## config.mk

```make
export PLATFORM = sky130hd
export DESIGN_NAME = clock_source_select_startup
export DESIGN_NICKNAME = d
export VERILOG_FILES = /design/src/verilog/clock_source_select_startup.v
export VERILOG_INCLUDE_DIRS = /design/src /design/src/verilog
export SDC_FILE = /design/constraint.sdc
export NUM_CORES = 1
export LEC_CHECK = 0
export ABC_AREA = 1
export BUFFER_PORTS_ARGS = -buffer_cell sky130_fd_sc_hd__buf_2
export CORE_UTILIZATION = 35
export DETAILED_ROUTE_END_ITERATION = 12
export SLEW_MARGIN = 15
export SYNTH_ARGS = -nofsm -noshare
export SYNTH_HDL_FRONTEND = slang
export SYNTH_SLANG_ARGS = --single-unit
```

## constraint.sdc

```tcl
create_clock -name mclk_in -period 2.35 [get_ports mclk_in]
set_clock_uncertainty 0.05 [all_clocks]
set_input_delay 0.235 -clock mclk_in [delete_from_list [all_inputs] [get_ports mclk_in]]
set_output_delay 0.235 -clock mclk_in [all_outputs]
set_load 0.02 [all_outputs]
```

## src/verilog/clock_select_defs.vh

```
// Constants for clock source selection, start-up timing and trim registers
`ifndef CLOCK_SELECT_DEFS_VH
`define CLOCK_SELECT_DEFS_VH

// Source select codes
`define SRC_EXTERNAL      4'h0
`define SRC_RC_8M         4'h2
`define SRC_LF_128K       4'h3

// Start-up time codes
`define SUT_NO_DELAY      2'h0
`define SUT_FAST_RISE     2'h1
`define SUT_SLOW_RISE     2'h2

// System clock rate and added post-reset delays in microseconds
`define MCLK_KHZ          25000
`define KHZ_PER_MHZ       1000
`define RC_FAST_US        4100
`define RC_SLOW_US        65000
`define LF_FAST_US        4000
`define LF_SLOW_US        64000
`define DLY_W             21

// Source clock counts
`define RESET_CK_LAST     5'h0D
`define WAKE_CK_LAST      5'h05

// Oscillator model: phase step per system clock, 16-bit accumulator
`define NCO_RC_BASE       16'h4000
`define NCO_RANGE_STEP    16'h1000
`define NCO_FINE_SHIFT    6
`define NCO_LF_STEP       16'h0150

// Register byte addresses
`define ADDR_TRIM         4'h0
`define ADDR_PRESCALE     4'h4
`define ADDR_STATUS       4'h8

// Prescaler register and trim default
`define PRESC_UNLOCK      8'h80
`define PRESC_WINDOW      3'h4
`define PRESC_DIV1        4'h0
`define PRESC_DIV8        4'h3
`define PRESC_MAX         4'h8
`define TRIM_DEFAULT      8'h87

`endif

```

## src/verilog/clock_source_select_startup.v

```verilog
// Clock source selection, start-up sequencing, oscillator trim and clock output
//
// The Avalon-MM slave port and the address map were left to the implementer.
`timescale 1ns/10ps
`include "clock_select_defs.vh"

module clock_source_select_startup #(
  parameter [`DLY_W-1:0] RC_FAST_CYC = (`RC_FAST_US * `MCLK_KHZ + `KHZ_PER_MHZ - 1) / `KHZ_PER_MHZ,
  parameter [`DLY_W-1:0] RC_SLOW_CYC = (`RC_SLOW_US * `MCLK_KHZ + `KHZ_PER_MHZ - 1) / `KHZ_PER_MHZ,
  parameter [`DLY_W-1:0] LF_FAST_CYC = (`LF_FAST_US * `MCLK_KHZ + `KHZ_PER_MHZ - 1) / `KHZ_PER_MHZ,
  parameter [`DLY_W-1:0] LF_SLOW_CYC = (`LF_SLOW_US * `MCLK_KHZ + `KHZ_PER_MHZ - 1) / `KHZ_PER_MHZ
) (
  // Clock and reset
  input  wire        mclk_in,
  input  wire        reset_in,
  // Non-volatile option bits
  input  wire [3:0]  clock_source_select_bits_in,
  input  wire [1:0]  startup_time_bits_in,
  input  wire        divide_by_eight_option_in,
  input  wire        reset_pin_disable_option_in,
  input  wire        clock_output_option_in,
  input  wire [7:0]  factory_trim_in,
  // External clock and power-down request
  input  wire        external_clock_in,
  input  wire        power_down_in,
  // Normal port function of the clock output pin
  input  wire        port_data_in,
  input  wire        port_oe_in,
  // Avalon-MM slave
  input  wire [3:0]  avs_address_in,
  input  wire        avs_read_in,
  input  wire        avs_write_in,
  input  wire [31:0] avs_writedata_in,
  output wire [31:0] avs_readdata_out,
  output wire        avs_waitrequest_out,
  // System clock, reset, watchdog tick and oscillator trim
  output wire        sys_clk_en_out,
  output wire        sys_reset_out,
  output wire        watchdog_tick_out,
  output wire [7:0]  oscillator_trim_out,
  // Clock output pin
  output wire        clock_output_pin_out,
  output wire        clock_output_pin_oe_out
);

  localparam [4:0] ST_PRE   = 5'h01;
  localparam [4:0] ST_DELAY = 5'h02;
  localparam [4:0] ST_RUN   = 5'h04;
  localparam [4:0] ST_SLEEP = 5'h08;
  localparam [4:0] ST_WAKE  = 5'h10;

  // Two-stage synchronisers for the option, trim, external clock and power-down inputs
  reg [20:0] meta_ff;
  reg [20:0] sync_ff;
  reg        ext_prev_ff;

  wire [3:0] src_sync    = sync_ff[3:0];
  wire [1:0] sut_sync    = sync_ff[5:4];
  wire       div8_sync   = sync_ff[6];
  wire       rstdis_sync = sync_ff[7];
  wire       clock_output_option_sync  = sync_ff[8];
  wire [7:0] trim_sync   = sync_ff[16:9];
  wire       ext_sync    = sync_ff[17];
  wire       pd_sync     = sync_ff[18];

  // Option bits captured at reset
  reg [3:0]  src_ff;
  reg [1:0]  sut_ff;
  reg        div8_ff;
  reg        rstdis_ff;
  reg        clock_output_option_ff;

  reg [7:0]  oscillator_trim_ff;
  reg [15:0] rc_acc_ff;
  reg        rc_tick_ff;
  reg [15:0] lf_acc_ff;
  reg        lf_tick_ff;
  reg [15:0] wdt_acc_ff;
  reg        wdt_tick_ff;
  reg        ext_tick_ff;

  reg [3:0]  prescale_ff;
  reg        presc_unlock_ff;
  reg [2:0]  presc_window_ff;
  reg [7:0]  presc_cnt_ff;
  reg        sys_tick_ff;
  reg        sys_clk_en_ff;
  reg        clk_level_ff;
  reg        pin_out_ff;
  reg        pin_oe_ff;

  reg [4:0]        state_ff;
  reg [4:0]        ck_cnt_ff;
  reg [`DLY_W-1:0] dly_cnt_ff;
  reg              sys_reset_ff;

  reg        wait_ff;
  reg [31:0] readdata_ff;

  wire [16:0] rc_step;
  wire [16:0] rc_sum;
  wire [16:0] lf_sum;
  wire [16:0] wdt_sum;
  wire        src_tick;
  wire [3:0]  presc_eff;
  wire [8:0]  presc_last;
  reg  [`DLY_W-1:0] dly_target;

  genvar gi;
  generate
    for (gi = 0; gi < 21; gi = gi + 1) begin : g_sync
      wire pin_bit;
      if (gi < 4) begin : g_src
        assign pin_bit = clock_source_select_bits_in[gi];
      end else if (gi < 6) begin : g_sut
        assign pin_bit = startup_time_bits_in[gi-4];
      end else if (gi == 6) begin : g_div8
        assign pin_bit = divide_by_eight_option_in;
      end else if (gi == 7) begin : g_rstdis
        assign pin_bit = reset_pin_disable_option_in;
      end else if (gi == 8) begin : g_clock_output_option
        assign pin_bit = clock_output_option_in;
      end else if (gi < 17) begin : g_trim
        assign pin_bit = factory_trim_in[gi-9];
      end else if (gi == 17) begin : g_ext
        assign pin_bit = external_clock_in;
      end else if (gi == 18) begin : g_pd
        assign pin_bit = power_down_in;
      end else begin : g_spare
        assign pin_bit = 1'b0;
      end
      always @(posedge mclk_in) begin
        meta_ff[gi] <= pin_bit;
        sync_ff[gi] <= meta_ff[gi];
      end
    end
  endgenerate

  // Option capture and trim register
  always @(posedge mclk_in) begin
    if (reset_in) begin
      src_ff             <= src_sync;
      sut_ff             <= sut_sync;
      div8_ff            <= div8_sync;
      rstdis_ff          <= rstdis_sync;
      clock_output_option_ff           <= clock_output_option_sync;
      oscillator_trim_ff <= trim_sync;
    end else if (avs_write_in && !wait_ff && avs_address_in == `ADDR_TRIM) begin
      oscillator_trim_ff <= avs_writedata_in[7:0];
    end
  end

  // Oscillator models as phase accumulators on mclk
  assign rc_step = {1'b0, `NCO_RC_BASE}
                 + (oscillator_trim_ff[7] ? {1'b0, `NCO_RANGE_STEP} : 17'h00000)
                 + ({10'h000, oscillator_trim_ff[6:0]} << `NCO_FINE_SHIFT);
  assign rc_sum  = {1'b0, rc_acc_ff} + rc_step;
  assign lf_sum  = {1'b0, lf_acc_ff} + {1'b0, `NCO_LF_STEP};
  assign wdt_sum = {1'b0, wdt_acc_ff} + {1'b0, `NCO_LF_STEP};

  always @(posedge mclk_in) begin
    if (reset_in) begin
      rc_acc_ff   <= 16'h0000;
      rc_tick_ff  <= 1'b0;
      lf_acc_ff   <= 16'h0000;
      lf_tick_ff  <= 1'b0;
      wdt_acc_ff  <= 16'h0000;
      wdt_tick_ff <= 1'b0;
      ext_prev_ff <= 1'b0;
      ext_tick_ff <= 1'b0;
    end else begin
      rc_acc_ff   <= rc_sum[15:0];
      rc_tick_ff  <= rc_sum[16];
      lf_acc_ff   <= lf_sum[15:0];
      lf_tick_ff  <= lf_sum[16];
      wdt_acc_ff  <= wdt_sum[15:0];
      wdt_tick_ff <= wdt_sum[16];
      ext_prev_ff <= ext_sync;
      ext_tick_ff <= ext_sync & ~ext_prev_ff;
    end
  end

  assign src_tick = (src_ff == `SRC_RC_8M)    ? rc_tick_ff :
                    (src_ff == `SRC_LF_128K)  ? lf_tick_ff :
                    (src_ff == `SRC_EXTERNAL) ? ext_tick_ff :
                    1'b0;

  // Added post-reset delay in mclk cycles
  always @* begin
    dly_target = {`DLY_W{1'b0}};
    if (src_ff == `SRC_LF_128K) begin
      if (sut_ff == `SUT_FAST_RISE || (sut_ff == `SUT_NO_DELAY && rstdis_ff)) begin
        dly_target = (sut_ff == `SUT_FAST_RISE) ? LF_FAST_CYC : RC_FAST_CYC;
      end else if (sut_ff != `SUT_NO_DELAY) begin
        dly_target = LF_SLOW_CYC;
      end
    end else begin
      if (sut_ff == `SUT_FAST_RISE || (sut_ff == `SUT_NO_DELAY && rstdis_ff)) begin
        dly_target = RC_FAST_CYC;
      end else if (sut_ff != `SUT_NO_DELAY) begin
        dly_target = RC_SLOW_CYC;
      end
    end
  end

  // Start-up sequencer
  always @(posedge mclk_in) begin
    if (reset_in) begin
      state_ff     <= ST_PRE;
      ck_cnt_ff    <= 5'h00;
      dly_cnt_ff   <= {`DLY_W{1'b0}};
      sys_reset_ff <= 1'b1;
    end else begin
      case (state_ff)
        ST_PRE: begin
          if (src_tick) begin
            ck_cnt_ff <= ck_cnt_ff + 5'h01;
            if (ck_cnt_ff == `RESET_CK_LAST) begin
              ck_cnt_ff <= 5'h00;
              if (dly_target == {`DLY_W{1'b0}}) begin
                state_ff     <= ST_RUN;
                sys_reset_ff <= 1'b0;
              end else begin
                state_ff <= ST_DELAY;
              end
            end
          end
        end
        ST_DELAY: begin
          dly_cnt_ff <= dly_cnt_ff + {{(`DLY_W-1){1'b0}}, 1'b1};
          if (dly_cnt_ff == dly_target - {{(`DLY_W-1){1'b0}}, 1'b1}) begin
            state_ff     <= ST_RUN;
            sys_reset_ff <= 1'b0;
          end
        end
        ST_RUN: begin
          if (pd_sync) begin
            state_ff <= ST_SLEEP;
          end
        end
        ST_SLEEP: begin
          if (!pd_sync) begin
            state_ff  <= ST_WAKE;
            ck_cnt_ff <= 5'h00;
          end
        end
        ST_WAKE: begin
          if (src_tick) begin
            ck_cnt_ff <= ck_cnt_ff + 5'h01;
            if (ck_cnt_ff == `WAKE_CK_LAST) begin
              ck_cnt_ff <= 5'h00;
              state_ff  <= ST_RUN;
            end
          end
        end
        default: begin
          state_ff <= ST_PRE;
        end
      endcase
    end
  end

  // Prescaler select with timed unlock
  always @(posedge mclk_in) begin
    if (reset_in) begin
      prescale_ff     <= div8_sync ? `PRESC_DIV8 : `PRESC_DIV1;
      presc_unlock_ff <= 1'b0;
      presc_window_ff <= 3'h0;
    end else begin
      if (presc_unlock_ff) begin
        presc_window_ff <= presc_window_ff - 3'h1;
        if (presc_window_ff == 3'h1) begin
          presc_unlock_ff <= 1'b0;
        end
      end
      if (avs_write_in && !wait_ff && avs_address_in == `ADDR_PRESCALE) begin
        if (avs_writedata_in[7:0] == `PRESC_UNLOCK) begin
          if (!presc_unlock_ff) begin
            presc_unlock_ff <= 1'b1;
            presc_window_ff <= `PRESC_WINDOW;
          end
        end else if (presc_unlock_ff && !avs_writedata_in[7]) begin
          prescale_ff     <= avs_writedata_in[3:0];
          presc_unlock_ff <= 1'b0;
        end
      end
    end
  end

  assign presc_eff  = (prescale_ff > `PRESC_MAX) ? `PRESC_MAX : prescale_ff;
  assign presc_last = (9'h001 << presc_eff) - 9'h001;

  // Divided system clock, gated by the run state, and driven ungated to the output pin
  always @(posedge mclk_in) begin
    if (reset_in) begin
      presc_cnt_ff  <= 8'h00;
      sys_tick_ff   <= 1'b0;
      sys_clk_en_ff <= 1'b0;
      clk_level_ff  <= 1'b0;
      // Pin keeps its clock function during reset
      pin_out_ff    <= clock_output_option_sync ? clk_level_ff : port_data_in;
      pin_oe_ff     <= clock_output_option_sync | port_oe_in;
    end else begin
      sys_tick_ff <= 1'b0;
      if (src_tick) begin
        if (presc_cnt_ff >= presc_last[7:0]) begin
          presc_cnt_ff <= 8'h00;
          sys_tick_ff  <= 1'b1;
        end else begin
          presc_cnt_ff <= presc_cnt_ff + 8'h01;
        end
      end
      sys_clk_en_ff <= sys_tick_ff & (state_ff == ST_RUN);
      if (sys_tick_ff) begin
        clk_level_ff <= ~clk_level_ff;
      end
      pin_out_ff <= clock_output_option_ff ? clk_level_ff : port_data_in;
      pin_oe_ff  <= clock_output_option_ff | port_oe_in;
    end
  end

  // Avalon-MM slave, one wait cycle per access
  always @(posedge mclk_in) begin
    if (reset_in) begin
      wait_ff     <= 1'b1;
      readdata_ff <= 32'h00000000;
    end else begin
      if ((avs_read_in || avs_write_in) && wait_ff) begin
        wait_ff <= 1'b0;
        if (avs_address_in == `ADDR_TRIM) begin
          readdata_ff <= {24'h000000, oscillator_trim_ff};
        end else if (avs_address_in == `ADDR_PRESCALE) begin
          readdata_ff <= {24'h000000, presc_unlock_ff, 3'h0, prescale_ff};
        end else if (avs_address_in == `ADDR_STATUS) begin
          readdata_ff <= {17'h00000, sys_reset_ff, state_ff, clock_output_option_ff, rstdis_ff,
                          div8_ff, sut_ff, src_ff};
        end else begin
          readdata_ff <= 32'h00000000;
        end
      end else begin
        wait_ff <= 1'b1;
      end
    end
  end

  assign avs_readdata_out        = readdata_ff;
  assign avs_waitrequest_out     = wait_ff;
  assign sys_clk_en_out          = sys_clk_en_ff;
  assign sys_reset_out           = sys_reset_ff;
  assign watchdog_tick_out       = wdt_tick_ff;
  assign oscillator_trim_out     = oscillator_trim_ff;
  assign clock_output_pin_out    = pin_out_ff;
  assign clock_output_pin_oe_out = pin_oe_ff;

endmodule // clock_source_select_startup

```

======== Word level (Yosys, flattened, before mapping) ========
Cells that the tools add are included.
cells by class
  eq/ne operators ......................... 24
  bitwise gates (word level) .............. 7
  reductions and logical operators ........ 25
  mux-type cells .......................... 58
  shift operators ......................... 1
  $add $sub $neg .......................... 11
  magnitude comparators ................... 2
operator list
  operator                  count
  $mux W21                  5
  $mux W5                   12
  $mux W15                  3
  $add A16 B9 Y17 const B   2
  $mux W13                  2
  $pmux W5 S5               1
  $mux W8                   3
  $add A21 B1 Y21 const B   1
  $eq A21 B21 Y1            1
  $logic_not A21 Y1         1
  $sub A21 B1 Y21 const B   1
  $mux W4                   5
  $mux W1                   19
  $ne A2 B2 Y1 const B      9
  $add A16 B13 Y17          1
  $add A16 B17 Y17          1
  $add A15 B13 Y16 const A  1
  $mux W3                   5
  $pmux W5 S3               1
  $eq A5 B3 Y1 const B      2
  $eq A5 B4 Y1 const B      2
  $reduce_bool A2 Y1        5
  $add A8 B1 Y8 const B     1
  $eq A4 B2 Y1 const B      2
  30 further kinds          42
storage, ports and cells
  input port bits ......................... 61
  output and inout port bits .............. 46
  register bits ........................... 194
  logic and storage cells ................. 195

======== Logic depth before layout (Yosys ltp) ========
Gate-level depths: netlist of the first run.
  depth in word-level cells ............... 10
  gate-level depth with buffers ........... 20
  depth with buffers taken out ............ 20

======== Least setup slack after synthesis of the first run ========
Ideal clock, no wire load.
  path type ............................... register to register
  start ................................... register oscillator_trim_ff[1], in the netlist oscillator_trim_out[1]
  end ..................................... register rc_acc_ff[15]
  required time ........................... 2,230 ps
  path buffers ............................ 0
  path slack .............................. -179 ps
  library setup time ...................... 70 ps
  data arrival time ....................... 2,410 ps
  clock period less this slack ............ 2,529 ps
  cell stages (with the launch flop) ...... 15
  cell sequence ........................... edfxtp_1 ha_1 ha_1 fa_1 nand2_1 inv_1 nor2_1 o21bai_1 nand2_1 inv_1 o21ai_0 a21boi_0 o21ai_0 o21ai_0 a21oi_1
on the way
  longest elaborated chain between the ends .. 2
ends and longest elaborated chain
  element                   line                               source
  start: declaration        clock_source_select_startup.v:73   reg [7:0] oscillator_trim_ff;
  start signal: assignment  clock_source_select_startup.v:147  oscillator_trim_ff <= trim_sync;
  start signal: assignment  clock_source_select_startup.v:149  oscillator_trim_ff <= avs_writedata_in[7:0];
  $add A16 B13 Y17          clock_source_select_startup.v:154  assign rc_step = {1'b0, `NCO_RC_BASE}
  $add A16 B17 Y17          clock_source_select_startup.v:157  assign rc_sum = {1'b0, rc_acc_ff} + rc_step;
  end signal: assignment    clock_source_select_startup.v:172  rc_acc_ff <= rc_sum[15:0];
  end: declaration          clock_source_select_startup.v:74   reg [15:0] rc_acc_ff;
No other way between the ends.
A chain may end at the register's enable or synchronous reset.

======== Worst setup path after layout of the first run ========
  start ................................... register src_ff[3]
  end ..................................... register state_ff[3]
on the way
  longest elaborated chain between the ends .. 6
  elaborated cells on any way between the ends .. 13
  those cells by class .................... 1 x add/sub; 6 x eq/ne; 4 x mux; 2 x reduce/logical
ends and longest elaborated chain
  element                                                            line                                                                  source
  start: declaration                                                 clock_source_select_startup.v:67                                      reg [3:0] src_ff;
  start signal: assignment                                           clock_source_select_startup.v:142                                     src_ff <= src_sync;
  $eq A4 B2 Y1 (no source line) or $logic_not A4 Y1 (tied branches)  n/a
  $mux W21 or $mux W1 (tied branches)                                clock_source_select_startup.v:191, clock_source_select_startup.v:185
  $sub A21 B1 Y21 or $mux W1 (tied branches)                         clock_source_select_startup.v:231, clock_source_select_startup.v:184
  $eq A21 B21 Y1 or $mux W1 (tied branches)                          clock_source_select_startup.v:231, clock_source_select_startup.v:183
  $ne A2 B2 Y1 (no source line)                                      n/a
  $reduce_and A7 Y1 (no source line) (*)                             n/a
  end signal: assignment                                             clock_source_select_startup.v:232                                     state_ff <= ST_RUN;
  end signal: assignment                                             clock_source_select_startup.v:238                                     state_ff <= ST_SLEEP;
  end signal: assignment                                             clock_source_select_startup.v:243                                     state_ff <= ST_WAKE;
  end: declaration                                                   clock_source_select_startup.v:92                                      reg [4:0] state_ff;
Mark *: on every way between the ends. The rest lies on a longest branch, timed or not.

==> out/metrics.csv, run 1 <==
metric;value;unit
status;finished with violations;
failing checks;negative setup slack;
Worst-Margin Slew;549.6;ps
Synth Warn #;0;
final period utilization;1.069;
RSZ-0062 raised after global routing;yes;
cell area after synthesis;7181;um^2
minimum clock period after layout;2511;ps
wire per inst;11.60;um
CP required;2630;ps
layout cell share with drive strength beyond 1;0.2462;
register share of total power;0.451;
Slew Viols, Final;0;
max_slew headroom;0.6313;
H-tree levels;4;
DP Wirelength;11160;um
Adder-Cell Fraction of Synth Area;0.06656;
sequential area share after synthesis;0.4837;
total track usage;0.1502;
Int Power;0.004897;W
residual DRC count;0;
Max VDD drop;0.5124;mV
Multi-input gate area;3421;um^2
clk slew on worst S/H paths;70;ps
Psw;0.001967;W
Core Box Area;20170;um^2
XOR/XNOR Fraction of Synth Area;0.01952;
final cell count without fillers;1334;
gpl congestion;0.8279;
post-route cell area;9412;um^2
Final WS setup;-161.0;ps
fmax;0.3983;GHz
largest family of logic cells by synthesized area;simple AND/OR/NAND/NOR gates;
Pwr Density;729.3;nW/um^2
Sink Count;163;
Initial Util;0.3560;
Final Util;0.4666;
CTS buffer count;17;
Synth Area per Inst;8.105;um^2
final net count;1149;
area share of the largest cell type after synthesis;0.3959;
vias in the first global route;5529;
routed wire length;15470;um
DRT antenna net count;0;
Clk pwr share;0.401;
port buffer count;65;
# rows;52;
top-count cell post-synth;nand2_1;
Crit path arrival time;2800;ps
Fillers;1999;
Post-synth EDFFs;21;
worst-case clock buffer depth;2;
Seq. cell area;3473;um^2
path category of the worst min-delay check;in2reg;
Die X-Extent;145.2;um
Synth area leader;dfxtp_1;
CP Capture Type;flip-flop;
1st-iter DRT viols;230;
first drt pass iteration count;5;
most frequent cells after synthesis;168 x nand2_1, 142 x dfxtp_1, 107 x inv_1;
Overflow after GRT;0;
Final Hold Fails;0;
worst-skew pair later-pin latency;440;ps
Clock Tree Root;clkbuf_16;
Boundary Pins;107;
area delta synth->final;31.07;%
Synth Area in Compound Gates;0.1129;
flip-flop cell with the highest count after synthesis;dfxtp_1;
synth top area cells;dfxtp_1 40%, edfxtp_1 8.8%, nand2_1 8.8%;
TritonCTS clock tree;done;
via count;6059;
largest net degree at the start of global routing;31;
crit path max fanout;6;
Cell Count Post-Placement;1250;
Max-Cap Viols;0;
Die H;145.2;um
number of antenna violations at the first check in global routing;0;
Comb pwr share;0.148;
WS Path Type;reg2reg;
LEAKAGE;4.160;nW
Sw Ratio;0.2866;
Final setup viols;15;
total power;0.006864;W
Post-Synth Simple-Gate Area;0.2270;
synth unique cells;50;
Syn Inst Count;886;
asr flop ratio synth;0;
Critical Path Start Type;flip-flop;
first-pass GRT wire length;25500;um
die area;21090;um^2
Yosys reg bits;163;
n_diodes;0;
multiplexer share of the synthesized area;0.001568;
vias per cell;4.542;
area post-placement;8095;um^2
## cell usage in the layout, fill, tap and decap left out, types with 7 or more instances in the layout
master	instances
a21oi_1	56
nand3_1	30
ha_1	28
inv_1	99
dfxtp_1	142
conb_1	17
o21ai_0	50
clkbuf_16	17
ha_4	7
nor2_2	11
nand4_1	17
inv_2	14
edfxtp_1	21
nor2_1	94
xor2_1	12
nand2_2	15
dlygate4sd3_1	21
nand2_1	157
buf_4	74
buf_2	65
nor3_1	23
## cells by family after synthesis
group           Yosys count
mux                       1
other cells               1
fa+ha+maj                37
xor+xnor                 16
flops                   163
buf+inv                 149
simple gates            374
compound gates          145
## per-stage QoR
step	hold WS (ps)	TNS [ps]	worst slack, ps
2_1_floorplan	212.7	-14.95	-12.15
3_3_place_gp	260.6	-667.1	-76.65
3_5_place_dp	262.1	-1250	-157.0
4_1_cts	12.34	-462.3	-95.46
5_1_grt	30.95	-3486	-356.9
6_report	33.79	-984.7	-161.0
## per-layer routing
layer	wire [um]	vias to the layer above	global-route usage
met3	551	24	0.03522
li1	-	3196	-
met5	0	-	0
met1	7432	2707	0.1921
met2	7240	132	0.2464
met4	247	0	0.05368
## timing repair
action | 4_1_cts | 5_1_grt
gates resized for setup | 15 | 57
endpoints found under the setup margin | 16 | 21
hold endpoints to repair | 21 | 0
hold buffers | 21 | 0
pin swaps | 16 | 35
buffers inserted | 17 | 14
## power by group through the flow
stage | clock [W] | combinational [W] | sequential [W]
after floorplan | 0 | 0.000538 | 0.00317
after global placement | 0 | 0.000797 | 0.00315
after detailed placement | 0 | 0.000811 | 0.00315
after CTS | 0.00284 | 0.000884 | 0.00309
after global routing | 0.00296 | 0.00114 | 0.00312
final | 0.00275 | 0.00101 | 0.00310
## flip-flops by register name, indices dropped and copies added, names as in the netlist, 2 cells and up
name and count:
avs_readdata_out 15, ck_cnt_ff 5, dly_cnt_ff 21, lf_acc_ff 12, meta_ff 19, oscillator_trim_out 8, presc_cnt_ff 8, presc_window_ff 3
prescale_ff 4, rc_acc_ff 10, src_ff 4, src_sync 4, state_ff 5, sut_ff 2, sut_sync 2, sync_ff 8
wdt_acc_ff 12
## layout make-up
class | count | share of cell area
flip-flops and latches | 163 | 0.3691
inverters | 115 | 0.04613
multi-input cells | 590 | 0.3635
well taps | 270 | 0.03589
clock inverters | 15 | 0.01954
repair buffers | 164 | 0.1207
clock buffers | 17 | 0.04520
## critical path, stage by stage, from the launching register on
cell and delay, ps:
edfxtp_1 430, nor2_4 220, nand3_4 110, nand2_4 100, ha_4 150, ha_4 200
nand2_1 70, nand3_2 60, nor2_1 130, nand3_1 90, nor2_2 100, nand2_1 50
nor2_1 90, nand4_1 100, nand2_2 160, buf_4 130, nand4_1 60, nand2_1 70
nor2_1 40
## final timing paths
| kind | start | end | cells past startpoint | slack, ps |
|---|---|---|---|---|
| hold reg to reg | meta_ff[15] | sync_ff[15] | 0 | 280 |
| setup / recovery | src_ff[3] | state_ff[3] | 18 | -160 |
| setup reg to reg | src_ff[3] | state_ff[3] | 18 | -160 |
| hold / removal | avs_writedata_in[4] | oscillator_trim_out[4] | 3 | 30 |
Note: power is estimated with default switching activity, not from simulation.
==> run 2: changes to the inputs <==
- CTS_BUF_LIST: unset -> sky130_fd_sc_hd__clkbuf_4
- SKIP_CTS_REPAIR_TIMING: unset -> 1
==> run 2 against run 1 <==
The run still ends with negative setup slack left. Combinational power decreased by 5%. Hold slack improved by 52 ps. Critical path depth decreased by 2. Non-clock buffer count decreased by 13. Routed wire length decreased by 2.8%. Cell count decreased by 0.90%. Critical path type unchanged. Largest power group unchanged. Clock power decreased by 39%. Global-route usage decreased by 0.57 points.
==> out/metrics.csv, run 2 (synthesis gave the netlist of run 1 again) <==
metric;value;unit;change
status;finished with violations;;
failing checks;negative setup slack;;
register share of total power;0.540;;+0.089
TritonCTS clock tree;done;;
gpl congestion;0.8279;;unchanged
Final Hold Fails;0;;unchanged
number of antenna violations at the first check in global routing;1;;+1
Worst-Margin Slew;522.8;ps;-26.82 ps
Sw Ratio;0.3137;;+0.02706
Max VDD drop;0.4816;mV;-6.0%
area delta synth->final;24.60;%;
worst-skew pair later-pin latency;580;ps;+140 ps
cell family with most CP delay;simple AND/OR/NAND/NOR gates;;
Die H;145.2;um;unchanged
most frequent cells in the layout;160 x nand2_1, 142 x dfxtp_1, 99 x inv_1, 97 x nor2_1, 65 x buf_2;;
CP Capture Type;flip-flop;;
leading cell type in the layout, fill and taps excluded;nand2_1;;
Clock Tree Root;clkbuf_4;;
Cell Count Post-Placement;1250;;unchanged
wire per inst;11.38;um;-1.9%
Top reg by flops;dly_cnt_ff;;
Crit path arrival time;2900;ps;+100 ps
Final WS setup;-101.1;ps;+59.85 ps
routed wire length;15040;um;-2.8%
first-pass GRT wire length;24780;um;-2.8%
largest net degree at the start of global routing;31;;unchanged
via count;5984;;-1.2%
Clk pwr share;0.293;;-0.108
Psw;0.001799;W;-8.5%
area post-placement;8095;um^2;unchanged
clk slew on worst S/H paths;160;ps;+90 ps
CP required;2800;ps;+170 ps
Pwr Density;641.2;nW/um^2;-12%
final period utilization;1.043;;-0.02547
Core Box Area;20170;um^2;unchanged
Comb pwr share;0.167;;+0.019
Fillers;2043;;+2.2%
path category of the worst min-delay check;in2reg;;
final net count;1136;;-1.1%
Worst path slowest cell;edfxtp_1;;
Die X-Extent;145.2;um;unchanged
WS Path Type;reg2reg;;
total track usage;0.1444;;-0.005722
Max-Cap Viols;0;;unchanged
Sink Count;163;;unchanged
most frequent CP cell;nor2_1;;
fmax;0.4080;GHz;+2.4%
max reg flops;21;;unchanged
H-tree levels;4;;unchanged
# rows;52;;unchanged
minimum clock period after layout;2451;ps;-59.85 ps
Int Power;0.003937;W;-20%
layout cell share with drive strength beyond 1;0.2207;;-0.02550
WHS;85.52;ps;+51.73 ps
Buf+Inv Stages, Crit Path;1;;unchanged
CTS buffer count;17;;unchanged
RSZ-0062 raised after global routing;yes;;
vias per cell;4.526;;-0.34%
port buffer count;65;;unchanged
Boundary Pins;107;;unchanged
Place WS;-157.0;ps;unchanged
Overflow after GRT;0;;unchanged
max_slew headroom;0.6493;;+0.01799
worst-case clock buffer depth;2;;unchanged
crit-path max cell delay;460;ps;+30 ps
residual DRC count;0;;unchanged
vias in the first global route;5358;;-3.1%
Critical Path Start Type;flip-flop;;
CP cell instances;nor2_4 > nand3_2 > nand2_4 > ha_4 > ha_4 > nand3_1 > xor2_1 > nor2_1 > nand2_1 > nor2_1 > nand4_1 > nand2_2 > buf_4 > nand4_1 > nand2_1 > nor2_1;;
DP Wirelength;11160;um;unchanged
post-route cell area;8947;um^2;-4.9%
Slew Viols, Final;0;;unchanged
final cell count without fillers;1322;;-0.90%
first drt pass iteration count;5;;unchanged
Final setup viols;5;;-10
LEAKAGE;3.911;nW;-6.0%
crit path max fanout;6;;unchanged
Initial Util;0.3560;;unchanged
die area;21090;um^2;unchanged
DRT antenna net count;0;;unchanged
1st-iter DRT viols;270;;+17%
run 2: power groups by stage:
| stage | sequential [W] | clock, W | combinational [W] |
|---|---|---|---|
| 2_1_floorplan | 0.00317 | 0 | 0.000538 |
| 3_3_place_gp | 0.00315 | 0 | 0.000797 |
| 3_5_place_dp | 0.00315 | 0 | 0.000811 |
| 4_1_cts | 0.00309 | 0.00176 | 0.000815 |
| 5_1_grt | 0.00312 | 0.00188 | 0.00109 |
| 6_report | 0.00310 | 0.00168 | 0.000958 |
run 2: path summary, 6_finish.rpt:
check / cells past startpoint / slack [ps] / endpoint / start
worst max register to register: 16 / -100 / state_ff[3] / src_ff[3]
worst max-delay path: 16 / -100 / state_ff[3] / src_ff[3]
worst min register to register: 0 / 290 / sync_ff[11] / meta_ff[11]
worst min-delay path: 3 / 90 / wdt_acc_ff[4] / reset_in
run 2: per-layer routing:
metal / global-route usage / vias to the layer above / share of wire / routed length, um
li1: - / 3171 / - / -
met1: 0.1901 / 2698 / 0.49 / 7373
met2: 0.2334 / 102 / 0.47 / 7010
met3: 0.03365 / 13 / 0.033 / 489
met4: 0.04579 / 0 / 0.011 / 163
met5: 0 / - / 0 / 0
run 2: cell type report:
type	count	area [um^2]	share of cell area
inverters	115	434.2	0.04852
clock inverters	15	183.9	0.02056
well taps	270	337.8	0.03776
flip-flops and latches	163	3473	0.3882
diodes	1	2.502	0.0002797
clock buffers	17	127.6	0.01426
repair buffers	151	1044	0.1166
multi-input cells	590	3344	0.3738
run 2: worst register-to-register path: stages, from the launching register on:
cell,delay [ps]
edfxtp_1,460
nor2_4,180
nand3_2,120
nand2_4,100
ha_4,150
ha_4,140
nand3_1,160
xor2_1,190
nor2_1,120
nand2_1,60
nor2_1,100
nand4_1,110
nand2_2,160
buf_4,130
nand4_1,60
nand2_1,70
nor2_1,30
run 2: through the flow:
stage | util | total power, W | TNS [ps]
5_1_grt | 0.4436 | 0.006090 | -2837
4_1_cts | 0.4168 | 0.005667 | -1840
3_5_place_dp | 0.4014 | 0.003964 | -1250
2_1_floorplan | - | 0.003711 | -14.95
6_report | 0.4436 | 0.005737 | -389.1
3_3_place_gp | 0.4014 | 0.003942 | -667.1
==> run 3: changes to the inputs <==
- ABC_AREA: 1 -> unset
==> run 3 against run 2 <==
Maximum frequency is 27% lower. Largest cell class is now multi-input gates. Area after synthesis down 0.63%. Core utilization grew 2.1 points. Count of clock-buffer cells in the layout stayed put. Routed wire length rose by 5.3%. Register-to-register slack got worse by 920 ps. The flow still finishes with violations (negative setup slack).
==> out/metrics.csv, run 3 <==
metric;value;unit;change
worst-skew pair later-pin latency;590;ps;about the same
Core Box Area;19720;um^2;-2.2%
Yosys reg bits;163;;unchanged
Die X-Extent;144.8;um;-0.31%
Post-synth EDFFs;21;;unchanged
CP required;2770;ps;-30 ps
WS Path Type;reg2reg;;
final net count;1001;;-12%
FF-to-FF End;state_ff[0];;
synth unique cells;69;;+38%
max reg flops;21;;unchanged
cell area after synthesis;7136;um^2;-0.63%
CTS buffer count;17;;unchanged
leading cell type in the layout, fill and taps excluded;dfxtp_1;;
reg-to-reg startpoint;src_ff[0];;
Slew Viols, Final;0;;unchanged
Cell Count Post-Placement;1111;;-11%
via count;5610;;-6.3%
CP Capture Type;flip-flop;;
Max-Cap Viols;0;;unchanged
Hold Path Cell Cnt;4;;+1
gpl congestion;0.8054;;-2.7%
Pwr Density;644.0;nW/um^2;+0.43%
status;finished with violations;;
Final WS setup;-1023;ps;-922.2 ps
Crit path arrival time;3800;ps;+900 ps
most frequent cells in the layout;141 x dfxtp_1, 88 x nor2_1, 82 x buf_4, 64 x buf_2, 46 x nand2_1;;
number of antenna violations at the first check in global routing;1;;unchanged
Psw;0.001872;W;+4.1%
Worst path slowest cell;or4_1;;
minimum clock period after layout;3373;ps;+922.2 ps
DP Wirelength;11280;um;+1.1%
Clk pwr share;0.306;;+0.013
Top reg by flops;dly_cnt_ff;;
Worst Hold End;avs_readdata_out[1];;
crit path max fanout;4;;-2
TritonCTS clock tree;done;;
Syn Inst Count;728;;-18%
die area;20960;um^2;-0.62%
port buffer count;65;;unchanged
Synth Warn #;0;;unchanged
max_slew headroom;0.5307;;-0.1186
total power;0.005895;W;+2.8%
vias per cell;4.746;;+4.9%
Min-Delay Startpoint;avs_address_in[0];;
first-pass GRT wire length;25260;um;+1.9%
area delta synth->final;28.30;%;
final period utilization;1.435;;+0.3924
Sink Count;163;;unchanged
Sw Ratio;0.3176;;+0.003937
post-route cell area;9155;um^2;+2.3%
H-tree levels;4;;unchanged
area share of the largest cell type after synthesis;0.3984;;+0.002499
FF-to-FF path depth;11;;-5
synth top area cells;dfxtp_1 40%, edfxtp_1 8.8%, ha_1 6.1%;;
# rows;51;;-1.9%
top-count cell post-synth;dfxtp_1;;
LEAKAGE;3.839;nW;-1.9%
routed wire length;15830;um;+5.3%
Synth area leader;dfxtp_1;;
1st-iter DRT viols;274;;+1.5%
worst reg2reg setup slack;-1020;ps;-920 ps
Worst-Margin Slew;698.6;ps;+175.8 ps
RSZ-0062 raised after global routing;yes;;
residual DRC count;0;;unchanged
largest net degree at the start of global routing;58;;+87%
Buf+Inv Stages, Crit Path;0;;-1
DRT antenna net count;0;;unchanged
Boundary Pins;107;;unchanged
fmax;0.2964;GHz;-27%
area post-placement;8268;um^2;+2.1%
vias in the first global route;5066;;-5.4%
Initial Util;0.3619;;+0.005871
Max VDD drop;0.4081;mV;-15%
Int Power;0.004023;W;+2.2%
Comb pwr share;0.170;;+0.003
total track usage;0.1579;;+0.01346
final cell count without fillers;1182;;-11%
Overflow after GRT;0;;unchanged
Die H;144.8;um;-0.31%
most frequent cells after synthesis;142 x dfxtp_1, 90 x nor2_1, 47 x nand2_1;;
most frequent CP cell;a211o_1;;
clk slew on worst S/H paths;170;ps;about the same
wire per inst;13.39;um;+18%
cell family with most CP delay;simple AND/OR/NAND/NOR gates;;
Final setup viols;15;;+10
flip-flop cell with the highest count after synthesis;dfxtp_1;;
Critical Path Start Type;flip-flop;;
path category of the worst min-delay check;in2reg;;
first drt pass iteration count;4;;-1
asr flop ratio synth;0;;unchanged
Final Hold Fails;0;;unchanged
register share of total power;0.524;;-0.016
crit-path max cell delay;510;ps;+50 ps
sequential area share after synthesis;0.4868;;+0.003053
worst-case clock buffer depth;2;;unchanged
CP cell instances;and4bb_2 > a211o_1 > ha_2 > ha_4 > xor2_1 > nand4_1 > or4_1 > or4_4 > nor4_4 > nor2_2 > a211o_1;;
Clock Tree Root;clkbuf_4;;
Synth Area per Inst;9.802;um^2;+21%
layout cell share with drive strength beyond 1;0.2544;;+0.03362
failing checks;negative setup slack;;
-- run 3: area by class of cell --
| type | count | area [um^2] |
|---|---|---|
| flip-flops and latches | 163 | 3475 |
| multi-input cells | 521 | 3641 |
| inverters | 19 | 71.32 |
| well taps | 265 | 331.6 |
| clock inverters | 15 | 205.2 |
| fillers | 1865 | 10560 |
| clock buffers | 17 | 127.6 |
| repair buffers | 181 | 1301 |
| diodes | 1 | 2.502 |
-- run 3: how the worst max path moves through the flow --
| stage | start | cells past startpoint | end | slack, ps |
|---|---|---|---|---|
| global route | src_ff[0] | 11 | state_ff[0] | -1140 |
| floorplan | src_ff[1] | 11 | state_ff[0] | -990 |
| finish | src_ff[0] | 11 | state_ff[0] | -1020 |
| CTS | src_ff[0] | 11 | state_ff[0] | -1030 |
| detailed placement | src_ff[0] | 11 | state_ff[0] | -1010 |
| global placement | src_ff[0] | 11 | state_ff[0] | -980 |
-- run 3: tightest hold or removal path, delay by kind of cell --
| family | cells | cell delay, ps |
|---|---|---|
| AO/OA/AOI/OAI | 1 | 160 |
| buffers and inverters | 1 | 100 |
| AND/OR/NAND/NOR | 2 | 160 |
-- run 3: power by group through the flow --
stage	sequential, W	combinational [W]	clock, W
detailed placement	0.00314	0.000886	0
global route	0.00311	0.00113	0.00200
CTS	0.00308	0.000890	0.00187
floorplan	0.00314	0.000633	0
global placement	0.00314	0.000867	0
finish	0.00309	0.00100	0.00181
-- run 3: logic make-up (layout without fill, tap and decap cells) --
family	after synthesis	after routing	share of synthesized area
simple gates	273	273	0.1987
compound gates	119	119	0.1098
xor+xnor	56	56	0.06874
flops	163	163	0.4868
mux	19	19	0.02753
fa+ha+maj	37	37	0.06698
other cells	1	18	0.0005255
buf+inv	60	232	0.04103
-- run 3: through the flow --
stage	worst slack (ps)	util	hold WS (ps)	setup TNS (ps)
3_3_place_gp	-976.2	0.4193	261.5	-6055
2_1_floorplan	-986.7	-	212.7	-5068
3_5_place_dp	-1006	0.4193	262.1	-6318
5_1_grt	-1137	0.4643	8.660	-8399
6_report	-1023	0.4643	45.51	-6694
4_1_cts	-1031	0.4362	-370.2	-6739
-- run 3: routing by layer --
layer	track usage	up-vias	wire (um)
li1	-	2876	-
met1	0.2099	2640	7664
met2	0.2497	81	7405
met3	0.03784	13	571
met4	0.05374	0	188
met5	0	-	0
